===== src/clkid_defines.svh =====
// Purpose: Offsets, field positions and reset values of the ident/count bank
// Assumes: Byte indices arrive over the SMBus command byte
// Notes:   Identity values are module parameters, not defines
// Function
// - Byte 5 reads revision high, vendor low
// - Byte 6 reads class high, device low
// - Byte 7 bits 4:0 set read count
// - Read count resets to eight
// - Block read sends count, then indexed bytes
`ifndef CLKID_DEFINES_SVH
`define CLKID_DEFINES_SVH

// Register indices
`define CLKID_OFF_RESERVED        8'h04
`define CLKID_OFF_REV_VENDOR      8'h05
`define CLKID_OFF_CLASS_DEVICE    8'h06
`define CLKID_OFF_READBACK_LENGTH 8'h07

// Count field position inside the length byte
`define CLKID_READBACK_COUNT_MSB  4
`define CLKID_READBACK_COUNT_LSB  0

// Reset and reserved values
`define CLKID_READBACK_COUNT_RST  5'h08
`define CLKID_RESERVED_VALUE      8'h00
`define CLKID_UNMAPPED_VALUE      8'h00

// Serial framing
`define CLKID_ACK_SLOT            4'h8
`define CLKID_LAST_DATA_BIT       4'h7

`endif


===== src/clkid_pkg.sv =====
// Purpose: Shared types of the ident/count bank
// Assumes: Nothing beyond the defines header
// Notes:   Only the transaction state type lives here
package clkid_pkg;

  // Transaction phase, advanced byte by byte
  typedef enum logic [2:0] {
    CLKID_IDLE    = 3'b000,
    CLKID_ADDR    = 3'b001,
    CLKID_CMD     = 3'b010,
    CLKID_WCOUNT  = 3'b011,
    CLKID_WDATA   = 3'b100,
    CLKID_RSTART  = 3'b101,
    CLKID_RSEND   = 3'b110,
    CLKID_IGNORE  = 3'b111
  } clkid_state_t;

endpackage


===== src/clkid_bank.sv =====
// Purpose: Ident and read-count registers behind an SMBus slave port
// Assumes: Host follows indexed block write/read framing
// Notes:   Indices other than 4 to 7 read zero and ignore writes
`timescale 1ns/100ps
`include "clkid_defines.svh"
module clkid_bank
  import clkid_pkg::*;
#(
  parameter logic [6:0] SLAVE_ADDR   = 7'h50,   // Bus address, plain default
  parameter logic [3:0] REV_IDENT    = 4'h3,    // Arbitrary value
  parameter logic [3:0] VENDOR_IDENT = 4'h5,    // Arbitrary value
  parameter logic [1:0] CLASS_IDENT  = 2'h2,    // Arbitrary value
  parameter logic [5:0] DEVICE_IDENT = 6'h15    // Arbitrary value
) (
  // Clock and reset
  input  wire logic       CORE_CLK,
  input  wire logic       SYS_RST,
  // SMBus pins, SDA open drain
  input  wire logic       SMB_SCL,
  input  wire logic       SMB_SDA_IN,
  output logic            SMB_SDA_OUT,
  output logic            SMB_SDA_OE,
  // Programmed read length
  output logic [4:0]      READBACK_COUNT
);
  clkid_state_t state_q;      // Transaction phase
  logic [7:0]   idx_q;        // Current byte index
  logic [5:0]   remain_q;     // Data bytes still to send
  logic [4:0]   count_q;      // Programmed read length
  logic         ack_en_q;     // ACK the byte now ending
  logic         tx_en_q;      // Device owns SDA data bits
  logic [7:0]   tx_byte_q;    // Byte being sent
  logic         start_p;
  logic         stop_p;
  logic         byte_done;
  logic [7:0]   rx_byte;
  logic         ack_slot;
  logic         host_ack;

  // Read decode; used for every data byte of a block read
  function automatic logic [7:0] rd_byte(input logic [7:0] idx, input logic [4:0] cnt);
    logic [7:0] v;
    v = `CLKID_UNMAPPED_VALUE;
    unique case (idx)
      `CLKID_OFF_RESERVED:        v = `CLKID_RESERVED_VALUE;
      `CLKID_OFF_REV_VENDOR:      v = {REV_IDENT, VENDOR_IDENT};
      `CLKID_OFF_CLASS_DEVICE:    v = {CLASS_IDENT, DEVICE_IDENT};
      `CLKID_OFF_READBACK_LENGTH: v = {3'h0, cnt};
      default:                    v = `CLKID_UNMAPPED_VALUE;
    endcase
    return v;
  endfunction

  // Bit engine
  clkid_smb_bit u_bit (
    .clk       (CORE_CLK),
    .rst       (SYS_RST),
    .scl_i     (SMB_SCL),
    .sda_i     (SMB_SDA_IN),
    .sda_oe    (SMB_SDA_OE),
    .start_p   (start_p),
    .stop_p    (stop_p),
    .byte_done (byte_done),
    .rx_byte   (rx_byte),
    .ack_slot  (ack_slot),
    .host_ack  (host_ack),
    .ack_en    (ack_en_q),
    .tx_en     (tx_en_q),
    .tx_byte   (tx_byte_q)
  );

  // Open drain: only ever pulls low
  assign SMB_SDA_OUT    = 1'b0;
  assign READBACK_COUNT = count_q;

  // Transaction sequencer
  always_ff @(posedge CORE_CLK) begin
    if (SYS_RST || stop_p) begin
      state_q <= CLKID_IDLE;
    end else if (start_p) begin
      state_q <= CLKID_ADDR;      // Repeated start lands here too
    end else if (byte_done && !tx_en_q) begin
      unique case (state_q)
        CLKID_ADDR: begin
          if (rx_byte[7:1] != SLAVE_ADDR) begin
            state_q <= CLKID_IGNORE;           // Not ours, stay silent
          end else if (rx_byte[0]) begin
            state_q <= CLKID_RSTART;
          end else begin
            state_q <= CLKID_CMD;
          end
        end
        CLKID_CMD:    state_q <= CLKID_WCOUNT;
        CLKID_WCOUNT: state_q <= CLKID_WDATA;
        default:      state_q <= state_q;
      endcase
    end else if (ack_slot) begin
      if (state_q == CLKID_RSTART) begin
        state_q <= CLKID_RSEND;
      end else if (state_q == CLKID_RSEND && (!host_ack || remain_q == 6'h00)) begin
        state_q <= CLKID_IGNORE;               // NACK or count exhausted
      end
    end
  end

  // ACK decision for each received byte, dropped after the slot
  always_ff @(posedge CORE_CLK) begin
    if (SYS_RST || stop_p || start_p || ack_slot) begin
      ack_en_q <= 1'b0;
    end else if (byte_done && !tx_en_q) begin
      unique case (state_q)
        CLKID_ADDR:   ack_en_q <= (rx_byte[7:1] == SLAVE_ADDR);
        CLKID_CMD,
        CLKID_WCOUNT,
        CLKID_WDATA:  ack_en_q <= 1'b1;
        default:      ack_en_q <= 1'b0;
      endcase
    end
  end

  // Index: set by command byte, advanced per data byte
  always_ff @(posedge CORE_CLK) begin
    if (SYS_RST) begin
      idx_q <= 8'h00;
    end else if (byte_done && !tx_en_q && state_q == CLKID_CMD) begin
      idx_q <= rx_byte;
    end else if (byte_done && !tx_en_q && state_q == CLKID_WDATA) begin
      idx_q <= idx_q + 8'h01;
    end else if (ack_slot && state_q == CLKID_RSEND && host_ack && remain_q != 6'h00) begin
      idx_q <= idx_q + 8'h01;
    end
  end

  // Transmit path: count first, then consecutive bytes
  always_ff @(posedge CORE_CLK) begin
    if (SYS_RST || stop_p || start_p) begin
      tx_en_q   <= 1'b0;
      tx_byte_q <= 8'hff;
      remain_q  <= 6'h00;
    end else if (ack_slot && state_q == CLKID_RSTART) begin
      tx_en_q   <= 1'b1;
      tx_byte_q <= {3'h0, count_q};
      remain_q  <= {1'b0, count_q};
    end else if (ack_slot && state_q == CLKID_RSEND) begin
      if (host_ack && remain_q != 6'h00) begin
        tx_byte_q <= rd_byte(idx_q, count_q);
        remain_q  <= remain_q - 6'h01;
      end else begin
        tx_en_q   <= 1'b0;                               // Release SDA for stop
        tx_byte_q <= 8'hff;
      end
    end
  end

  // Length register; only the count field is writable
  always_ff @(posedge CORE_CLK) begin
    if (SYS_RST) begin
      count_q <= `CLKID_READBACK_COUNT_RST;
    end else if (byte_done && !tx_en_q && state_q == CLKID_WDATA
                 && idx_q == `CLKID_OFF_READBACK_LENGTH) begin
      // Upper three bits dropped, they stay reserved
      count_q <= rx_byte[`CLKID_READBACK_COUNT_MSB:`CLKID_READBACK_COUNT_LSB];
    end
  end
endmodule


===== src/clkid_smb_bit.sv =====
// Purpose: Bit level SMBus slave engine: framing, shifting, ACK drive
// Assumes: SCL and SDA are synchronous to the core clock and far slower
// Notes:   Byte and ack-slot events are one-cycle pulses on SCL rise
`timescale 1ns/100ps
module clkid_smb_bit (
  // Clock and reset
  input  wire logic       clk,
  input  wire logic       rst,
  // Bus pins
  input  wire logic       scl_i,
  input  wire logic       sda_i,
  output logic            sda_oe,
  // Framing events
  output logic            start_p,
  output logic            stop_p,
  output logic            byte_done,
  output logic [7:0]      rx_byte,
  output logic            ack_slot,
  output logic            host_ack,
  // Controls from the sequencer
  input  wire logic       ack_en,
  input  wire logic       tx_en,
  input  wire logic [7:0] tx_byte
);
  logic       scl_q;        // Previous SCL sample
  logic       sda_q;        // Previous SDA sample
  logic [3:0] cnt_q;        // SCL rises in this 9-bit frame
  logic [7:0] shift_q;      // Received bits, MSB first
  logic       sda_oe_q;     // Pulling SDA low
  logic       scl_rise;
  logic       scl_fall;

  assign scl_rise  = scl_i & ~scl_q;
  assign scl_fall  = ~scl_i & scl_q;
  // Start and stop: SDA moves while SCL stays high
  assign start_p   = scl_i & scl_q & sda_q & ~sda_i;
  assign stop_p    = scl_i & scl_q & ~sda_q & sda_i;
  assign byte_done = scl_rise & (cnt_q == `CLKID_LAST_DATA_BIT);
  assign ack_slot  = scl_rise & (cnt_q == `CLKID_ACK_SLOT);
  assign host_ack  = ~sda_i;
  assign rx_byte   = {shift_q[6:0], sda_i};
  assign sda_oe    = sda_oe_q;

  // Pin history for edge detection
  always_ff @(posedge clk) begin
    if (rst) begin
      scl_q <= 1'b1;
      sda_q <= 1'b1;
    end else begin
      scl_q <= scl_i;
      sda_q <= sda_i;
    end
  end

  // Bit counter and shifter; a start realigns the frame
  always_ff @(posedge clk) begin
    if (rst || start_p || stop_p) begin
      cnt_q   <= 4'h0;
      shift_q <= 8'h00;
    end else if (scl_rise) begin
      shift_q <= {shift_q[6:0], sda_i};
      cnt_q   <= (cnt_q == `CLKID_ACK_SLOT) ? 4'h0 : cnt_q + 4'h1;
    end
  end

  // SDA changes only while SCL is low, so no false start/stop
  always_ff @(posedge clk) begin
    if (rst || start_p || stop_p) begin
      sda_oe_q <= 1'b0;
    end else if (scl_fall) begin
      if (cnt_q == `CLKID_ACK_SLOT) begin
        sda_oe_q <= ack_en & ~tx_en;                  // Our ACK bit
      end else if (tx_en && cnt_q < `CLKID_ACK_SLOT) begin
        sda_oe_q <= ~tx_byte[3'(4'h7 - cnt_q)];       // Data bit, MSB first
      end else begin
        sda_oe_q <= 1'b0;
      end
    end
  end
endmodule

===== config.mk =====
export PLATFORM = sky130hd
export DESIGN_NAME = clkid_bank
export DESIGN_NICKNAME = d
export VERILOG_FILES = /design/src/clkid_pkg.sv /design/src/clkid_bank.sv /design/src/clkid_smb_bit.sv
export VERILOG_INCLUDE_DIRS = /design/src
export SDC_FILE = /design/constraint.sdc
export NUM_CORES = 1
export LEC_CHECK = 0
export ABC_AREA = 1
export BUFFER_PORTS_ARGS = -buffer_cell sky130_fd_sc_hd__buf_2
export CAP_MARGIN = 40
export CORE_ASPECT_RATIO = 0.7
export CORE_MARGIN = 3
export CORE_UTILIZATION = 55
export DETAILED_ROUTE_END_ITERATION = 7
export PLACE_DENSITY = 0.72
export SYNTH_ARGS = -nofsm -noshare
export SYNTH_HDL_FRONTEND = slang
export SYNTH_SLANG_ARGS = --single-unit
export TNS_END_PERCENT = 50

===== constraint.sdc =====
create_clock -name CORE_CLK -period 2 [get_ports CORE_CLK]
set_input_delay 0.1 -clock CORE_CLK [delete_from_list [all_inputs] [get_ports CORE_CLK]]
set_output_delay 0.1 -clock CORE_CLK [all_outputs]
set_load 0.02 [all_outputs]

Word level (Yosys, flattened, before mapping) --
Index checks and enable logic that the tools add are counted.
Cells by class: add/subtract/negate cells 4, $mul 0, div/mod/pow operators 0, $lt $le $gt $ge 2, equal/unequal tests 16, shifts and indexed selects 0, mux-type cells 27, bitwise gates (word level) 16, reduce and logical (&&, ||, !) cells 35
Operators by type and width (count):
- two-way mux 8 bit | 6
- == test 8 x 3 -> 1 bit (second input constant) | 3
- one-hot mux 8 bit (3 select lines) | 1
- two-way mux 3 bit | 6
- two-way mux 5 bit | 3
- logical AND 1 bit | 11
- AND 1 bit | 10
- == test 3 bit (second input constant) | 3
- one-hot mux 3 bit (3 select lines) | 1
- nonzero test 3 bit | 3
- adder 8 x 1 -> 8 bit (second input constant) | 1
- == test 7 bit (second input constant) | 1
- two-way mux 1 bit | 7
- != test 7 bit (second input constant) | 1
- == test 3 x 2 -> 1 bit (second input constant) | 2
- zero test 6 bit | 1
- logical OR 1 bit | 6
- NOT 1 bit | 6
- AND reduction 2 bit | 3
- AND reduction 3 bit | 2
- nonzero test 2 bit | 3
- nonzero test 6 bit | 1
- subtractor 6 x 1 -> 6 bit (second input constant) | 1
- != test 5 x 2 -> 1 bit (second input constant) | 1
- 16 further kinds | 17
Word-level totals: bits in registers 46, latch bits 0, memory bits (writable) 0, bits in read-only memories 0, input bits 4, output and inout port bits 7, word-level logic and storage cells 114, memories kept 0

Depth between registers and ports, before layout --
Gate-level depths: netlist of the first run.
depth in word-level cells 9, mapped depth 11, gate-level depth less buffers 11

Cells and area by module --
A second synthesis of the first run with hierarchy kept.
Unflattened totals: cells, all modules 384, area, all modules 2652.5 µm²
Modules (own cells, without submodules):
- clkid_bank | instances 1, cells each 277, area each 1904.3 µm², seq. area each 640.6 µm²
- clkid_smb_bit | instances 1, cells each 107, area each 748.2 µm², seq. area each 280.3 µm²

Least setup slack after synthesis of the first run --
Ideal clock, no wire load.
kind flip-flop to flip-flop, start point reg u_bit.cnt_q[0], end point reg count_q[0], in the netlist READBACK_COUNT[0], setup time 0.125 ns, arrival 1.524 ns, data required time 1.875 ns, path slack 0.352 ns, cell stages (with the launch flop) 7, path buffers 0, clock period less this slack 1.648 ns, cell sequence dfxtp_1 > ha_1 > nand3_2 > nor3_4 > nand3_1 > o21ai_0 > a21oi_1
Between the ends: cells in the longest elaborated chain, start to end 5
RTL lines:
- from (decl) | line clkid_smb_bit.sv:27 | logic [3:0] cnt_q;
- from (signal assigned) | line clkid_smb_bit.sv:62 | cnt_q <= (cnt_q == `CLKID_ACK_SLOT) ? 4'h0 : cnt_q + 4'h1;
- == test 4 x 3 -> 1 bit (no source line)
- AND 1 bit | line clkid_smb_bit.sv:38 | assign byte_done = scl_rise & (cnt_q == `CLKID_LAST_DATA_BIT);
- logical AND 1 bit (2 in series) | line clkid_bank.sv:159 | end else if (byte_done && !tx_en_q && state_q == CLKID_WDATA
- logical AND 1 bit (no source line)
- to (signal assigned) | line clkid_bank.sv:158 | count_q <= `CLKID_READBACK_COUNT_RST;
- to (signal assigned) | line clkid_bank.sv:162 | count_q <= rx_byte[`CLKID_READBACK_COUNT_MSB:`CLKID_READBACK_COUNT_LSB];
- to (decl) | line clkid_bank.sv:29 | logic [4:0] count_q;
Every way passes these cells. A chain may end at the register's enable or synchronous reset.

Final worst setup path of the first run --
start point reg u_bit.cnt_q[0], end point reg idx_q[6]
Between the ends: cells in the longest elaborated chain, start to end 6, elaborated cells between the ends (all ways) 13, classes of those cells 2 x eq/ne; 2 x mux; 2 x bitwise; 7 x reduce/logical
RTL lines:
- == test 4 x 3 -> 1 bit (no source line) / == test 4 bit (equally long branches)
- AND 1 bit, on equally long branches | line clkid_smb_bit.sv:38, clkid_smb_bit.sv:39
- logical AND 1 bit, on equally long branches | line clkid_bank.sv:125, clkid_bank.sv:127, clkid_bank.sv:129
- logical AND 1 bit, on equally long branches | line clkid_bank.sv:127, clkid_bank.sv:129
- two-way mux 8 bit / logical AND 1 bit (equally long branches) | line clkid_bank.sv:127, clkid_bank.sv:129
- two-way mux 8 bit / nonzero test 3 bit (equally long branches)
- to (signal assigned) | line clkid_bank.sv:126 | idx_q <= rx_byte;
- to (signal assigned) | line clkid_bank.sv:128 | idx_q <= idx_q + 8'h01;
- to (signal assigned) | line clkid_bank.sv:130 | idx_q <= idx_q + 8'h01;
- to (decl) | line clkid_bank.sv:27 | logic [7:0] idx_q;
Several ways; a longest one is shown, not always the timed one.

==> impl_metrics.toml, run 1 <==
[status]
status = "finished, final reports clean"

[grt]
antenna_found_initial = 0
grt_pass1_vias = 2007
grt_use_total = 0.232
grt_pass1_wl_um = 9620
grt_max_degree = 19
overflow = 0

[logic_synthesis]
ys.warnings.count = 0
synthCells = 363
synth_cell_types = 34
synth_ff_type = "dfxtp_1"
avgSynthCellArea_um2 = 6.79
synth_edf_count = 0
syn-num-nets = 373
synthDominantCellAreaShare = 0.374
async_flop_share = 0
synth.area.top_cells = "dfxtp_1 (37%), nand2_1 (11%), a21oi_1 (8.9%)"
yosysSeqAreaShare = 0.374
ys_top_cells_by_count = "nand2_1 (74), nor2_1 (50), dfxtp_1 (46)"
ys_ff_latch = 46
syn-cell-area_um2 = 2460
synth.most_common_cell = "nand2_1"
synth.largest_area_cell = "dfxtp_1"

[critical_path]
worstSetupPathType = "reg2reg"
crit_arrival_ns = 2.00
cp_slowest_cell = "dfxtp_1"
slowest_delay_ns = 0.37
cp-end-kind = "flip-flop"
cp.required_ns = 2.19
path_cells = "ha_1 > nand3_2 > nor3_4 > buf_4 > nand2_4 > nand3_2 > inv_1 > nor2_1 > nor2_1"
crit_fanout = 12
crit_path_start_kind = "flip-flop"

[finish]
diodes = 0
fin_area_um2 = 2710
fillCellCount = 394
final_layout_size_suffix_gt1_frac = 0.120
nets = 395
area_growth_pct = 9.95

[drt]
wl_um = 5730
drcViolationCount = 0
routedWlPerCell_um = 13.1
dr.pass1.iters = 4
vias = 2334
drtAntennaViolNets = 0
drt_iter0_drc = 144
vias_per_cell = 5.35

[timing]
finClkSkew_ns = 0.00342
postLayoutSetupSlackWorst_ns = 0.191
finalCritPeriodShare = 0.904
setup_tns_ns = 0
setup_violations = 0
final.min_clock_period_ns = 1.81
finalMaxSlewViolations = 0
max_freq_mhz = 553
rsz0062_at_grt = "false"
hold_violations = 0

[place]
place_congestion = 0.874
pre_cts_ws_ns = 0.163
hpwl_um = 4340
place.port_buffers = 9
placed_area_um2 = 2600

[pwr]
power_density_nw_per_um2 = 580
leakage_nw = 1.17
vdd.ir_drop.worst_mv = 0.345
finalPower_mw = 1.57

[clocking]
clk_path_buf_depth = 2
cts_resized = 0
cts.htree.levels = 2
cts_tree = "done"
cts-root-buf = "clkbuf_8"
clk_pin_slew_worst_paths_ns = 0.08
numCtsBuffers = 5
cts_num_sinks = 46
clk_latency_ns = 0.29

[worst_hold_path]
hp-class = "in2reg"

[die]
dieArea_um2 = 5330
fp.dieW_um = 86.0
row_count = 19
ios = 11
initial_utilization = 0.599
core_area_um2 = 4110
fp.dieH_um = 62.0

[flow_run]
drv_cap = 0
-- layout by cell type (no fill, tap or decap), drive strengths merged --
cell type / Yosys / layout
o21bai: 1 / 1
dfxtp: 46 / 46
a211oi: 3 / 3
ha: 6 / 6
inv: 45 / 45
nand2: 78 / 78
o31ai: 1 / 1
nand4: 5 / 5
nor3b: 1 / 1
conb: 1 / 1
dlygate4sd3: 0 / 1
a31oi: 1 / 1
o21ai: 37 / 37
nor3: 9 / 9
xnor2: 2 / 2
nor2: 52 / 52
or2: 2 / 2
clkbuf: 2 / 6
nand3: 16 / 16
xor2: 4 / 4
nand3b: 1 / 1
a21oi: 45 / 45
buf: 5 / 21
-- sequential cells by signal (all words and copies together) (netlist names) --
name and flops:
u_bit.sda_oe 1, state_q 3, u_bit.sda_q 1, u_bit.scl_q 1
idx_q 8, READBACK_COUNT 5, tx_byte_q 8, u_bit.cnt_q 4
remain_q 6, tx_en_q 1, ack_en_q 1, u_bit.shift_q 7
-- area by class of cell --
cell class,instances,area (um2),area share
clock buffers,6,82.6,0.0305
inverters,45,169,0.0624
multi-input cells,265,1330,0.490
flip-flops and latches,46,921,0.340
well taps,52,65.1,0.0240
repair buffers,22,145,0.0536
-- power by group --
part,total [mW],leakage (nW),switching (mW),internal (mW)
clock,0.567,0.0431,0.299,0.267
combinational,0.0792,0.751,0.0558,0.0234
sequential,0.927,0.372,0.00550,0.921
total,1.57,1.17,0.361,1.21
-- critical path, delay by kind of cell (launching register included) --
kind                       cells  cell delay (ns)
and+or+nand+nor                6             0.79
buffers and inverters          2             0.32
DFF                            1             0.37
adders and majority gates      1             0.22
-- final timing paths --
| check | slack (ns) | endpoint | cells past startpoint | startpoint |
|---|---|---|---|---|
| setup / recovery | 0.19 | idx_q[6]$_SDFFE_PP0P_ | 9 | u_bit.cnt_q[0]$_SDFFE_PP0P_ |
| hold / removal | 0.03 | u_bit.scl_q$_SDFF_PP1_ | 3 | SMB_SCL |
| setup reg to reg | 0.19 | idx_q[6]$_SDFFE_PP0P_ | 9 | u_bit.cnt_q[0]$_SDFFE_PP0P_ |
| hold reg to reg | 0.47 | tx_byte_q[6]$_SDFFE_PP1P_ | 2 | tx_byte_q[6]$_SDFFE_PP1P_ |
-- kinds of logic (layout without fill, tap and decap cells) --
family | after synthesis | count (layout) | share of synthesized area
xor+xnor | 6 | 6 | 0.0213
simple gates | 164 | 164 | 0.298
compound gates | 88 | 88 | 0.187
other cells | 1 | 1 | 0.00152
buf+inv | 52 | 73 | 0.0879
fa+ha+maj | 6 | 6 | 0.0305
flops | 46 | 46 | 0.374
-- metal layers --
metal | track usage | routed length [um] | vias to the layer above
met4 | 0.0722 | 68 | 0
li1 | - | - | 1228
met5 | 0 | 0 | -
met2 | 0.344 | 2300 | 55
met1 | 0.343 | 3040 | 1045
met3 | 0.0435 | 322 | 6
-- repair_timing --
item,CTS,global route
endpoints found under the hold margin,3,0
hold buffers,1,0
setup endpoints to repair,0,4
setup buffers,0,2
-- stage by stage --
step,utilization,hold slack [ns],cells
2_1_floorplan,-,0.169,363
3_3_place_gp,0.632,0.302,427
3_5_place_dp,0.632,0.304,427
4_1_cts,0.655,0.0285,434
5_1_grt,0.659,0.0375,436
6_report,0.659,0.0327,436
(Power assumes the default switching activity.)
==> run 2: changes to the inputs <==
- CORE_ASPECT_RATIO: 0.7 -> 1.25
==> impl_metrics.toml, run 2 (synthesized netlist as in run 1, its figures left out) <==
[timing]
hold_violations = 0
worstMarginPinSlew_ns = 0.535
finalCritPeriodShare = 0.858
slew-limit-headroom = 0.642
max_freq_mhz = 583
rsz0062_at_grt = "false"
finalMaxSlewViolations = 0
setup_violations = 0
setup_tns_ns = 0
final.min_clock_period_ns = 1.72
finClkSkew_ns = 0.00714

[critical_path]
crit_fanout = 12
cp-end-kind = "flip-flop"
crit_arrival_ns = 1.94
cp.required_ns = 2.23
r2r_setup_slack_ns = 0.28
crit_path_start_kind = "flip-flop"
worstSetupPathType = "reg2reg"

[drt]
drt_iter0_drc = 170
dr.pass1.iters = 4
drcViolationCount = 0
vias = 2321
vias_per_cell = 5.28
routedWlPerCell_um = 12.9
drtAntennaViolNets = 0
wl_um = 5690

[grt]
grt_use_total = 0.233
antenna_found_initial = 0
grt_pass1_vias = 2245
grt_max_degree = 19
grt_pass1_wl_um = 9790
overflow = 0

[place]
place_congestion = 0.951
hpwl_um = 4350
place.port_buffers = 9

[clocking]
cts-root-buf = "clkbuf_8"
clk_pin_slew_worst_paths_ns = 0.09
cts_hold_buf = 0
clk_path_buf_depth = 2
cts_num_sinks = 46
cts_resized = 0
cts.htree.levels = 2
numCtsBuffers = 5
cts_tree = "done"
clk_latency_ns = 0.30
post_cts_buffers = 0

[die]
row_count = 26
core_area_um2 = 4200
fp.dieW_um = 65.9
dieArea_um2 = 5320
ios = 11
initial_utilization = 0.587
fp.dieH_um = 80.8

[finish]
mostFrequentLayoutCell = "nand2_1"
top_regs = "idx_q x8, tx_byte_q x8, u_bit.shift_q x7"
final_core_util = 0.643
final_layout_size_suffix_gt1_frac = 0.122
area_growth_pct = 9.60
mostFrequentLayoutCells = "nand2_1 (74), nor2_1 (50), dfxtp_1 (46)"
nets = 394
diodes = 0

[status]
status = "finished, final reports clean"

[pwr]
vdd.ir_drop.worst_mv = 0.419
finalPower_mw = 1.55
power_density_nw_per_um2 = 573
leakage_nw = 1.17

[worst_hold_path]
hp-class = "in2reg"

[flow_run]
drv_cap = 0
run 2: path summary, 6_finish.rpt:
check,startpoint,cells past startpoint,to
setup / recovery,remain_q[0]$_SDFFE_PP0P_,10,idx_q[1]$_SDFFE_PP0P_
hold / removal,SYS_RST,2,idx_q[5]$_SDFFE_PP0P_
hold reg to reg,tx_byte_q[6]$_SDFFE_PP1P_,2,tx_byte_q[6]$_SDFFE_PP1P_
setup reg to reg,remain_q[0]$_SDFFE_PP0P_,10,idx_q[1]$_SDFFE_PP0P_
run 2: stage by stage:
stage / instances / cell area (um2) / hold WS [ns] / setup slack, ns
global placement: 430 / 2600 / 0.304 / 0.291
finish: 440 / 2700 / 0.00257 / 0.284
floorplan: 363 / 2460 / 0.169 / 0.352
CTS: 437 / 2680 / 0.00270 / 0.211
detailed placement: 430 / 2600 / 0.315 / 0.213
global route: 440 / 2700 / 0.00901 / 0.0451
run 2: layer usage:
layer | vias up | global-route usage | wire length (um)
li1 | 1217 | - | -
met1 | 1069 | 0.273 | 2510
met2 | 29 | 0.423 | 2950
met3 | 6 | 0.0456 | 166
met4 | 0 | 0.0685 | 61
met5 | - | 0 | 0
run 2: power by group:
part	switching, mW	total, mW	internal, mW	leakage [nW]
combinational	0.0533	0.0746	0.0213	0.752
sequential	0.00529	0.927	0.921	0.372
clock	0.310	0.545	0.235	0.0438
run 2: final cells by class:
class | count | area, um2
Tap cell | 56 | 70.1
Sequential cell | 46 | 921
Timing Repair Buffer | 21 | 135
Multi-Input combinational cell | 265 | 1330
Inverter | 45 | 169
Clock buffer | 5 | 68.8
Clock inverter | 2 | 10.0
Fill cell | 408 | 1500
run 2: worst max-delay path, cell delays in order, from the launching register on:
cell,delay (ns)
dfxtp_1,0.33
inv_1,0.12
ha_1,0.16
nand4_1,0.14
nand2_1,0.11
inv_1,0.05
nand2_2,0.11
nand3_2,0.21
inv_1,0.19
nand2_1,0.07
a21oi_1,0.15
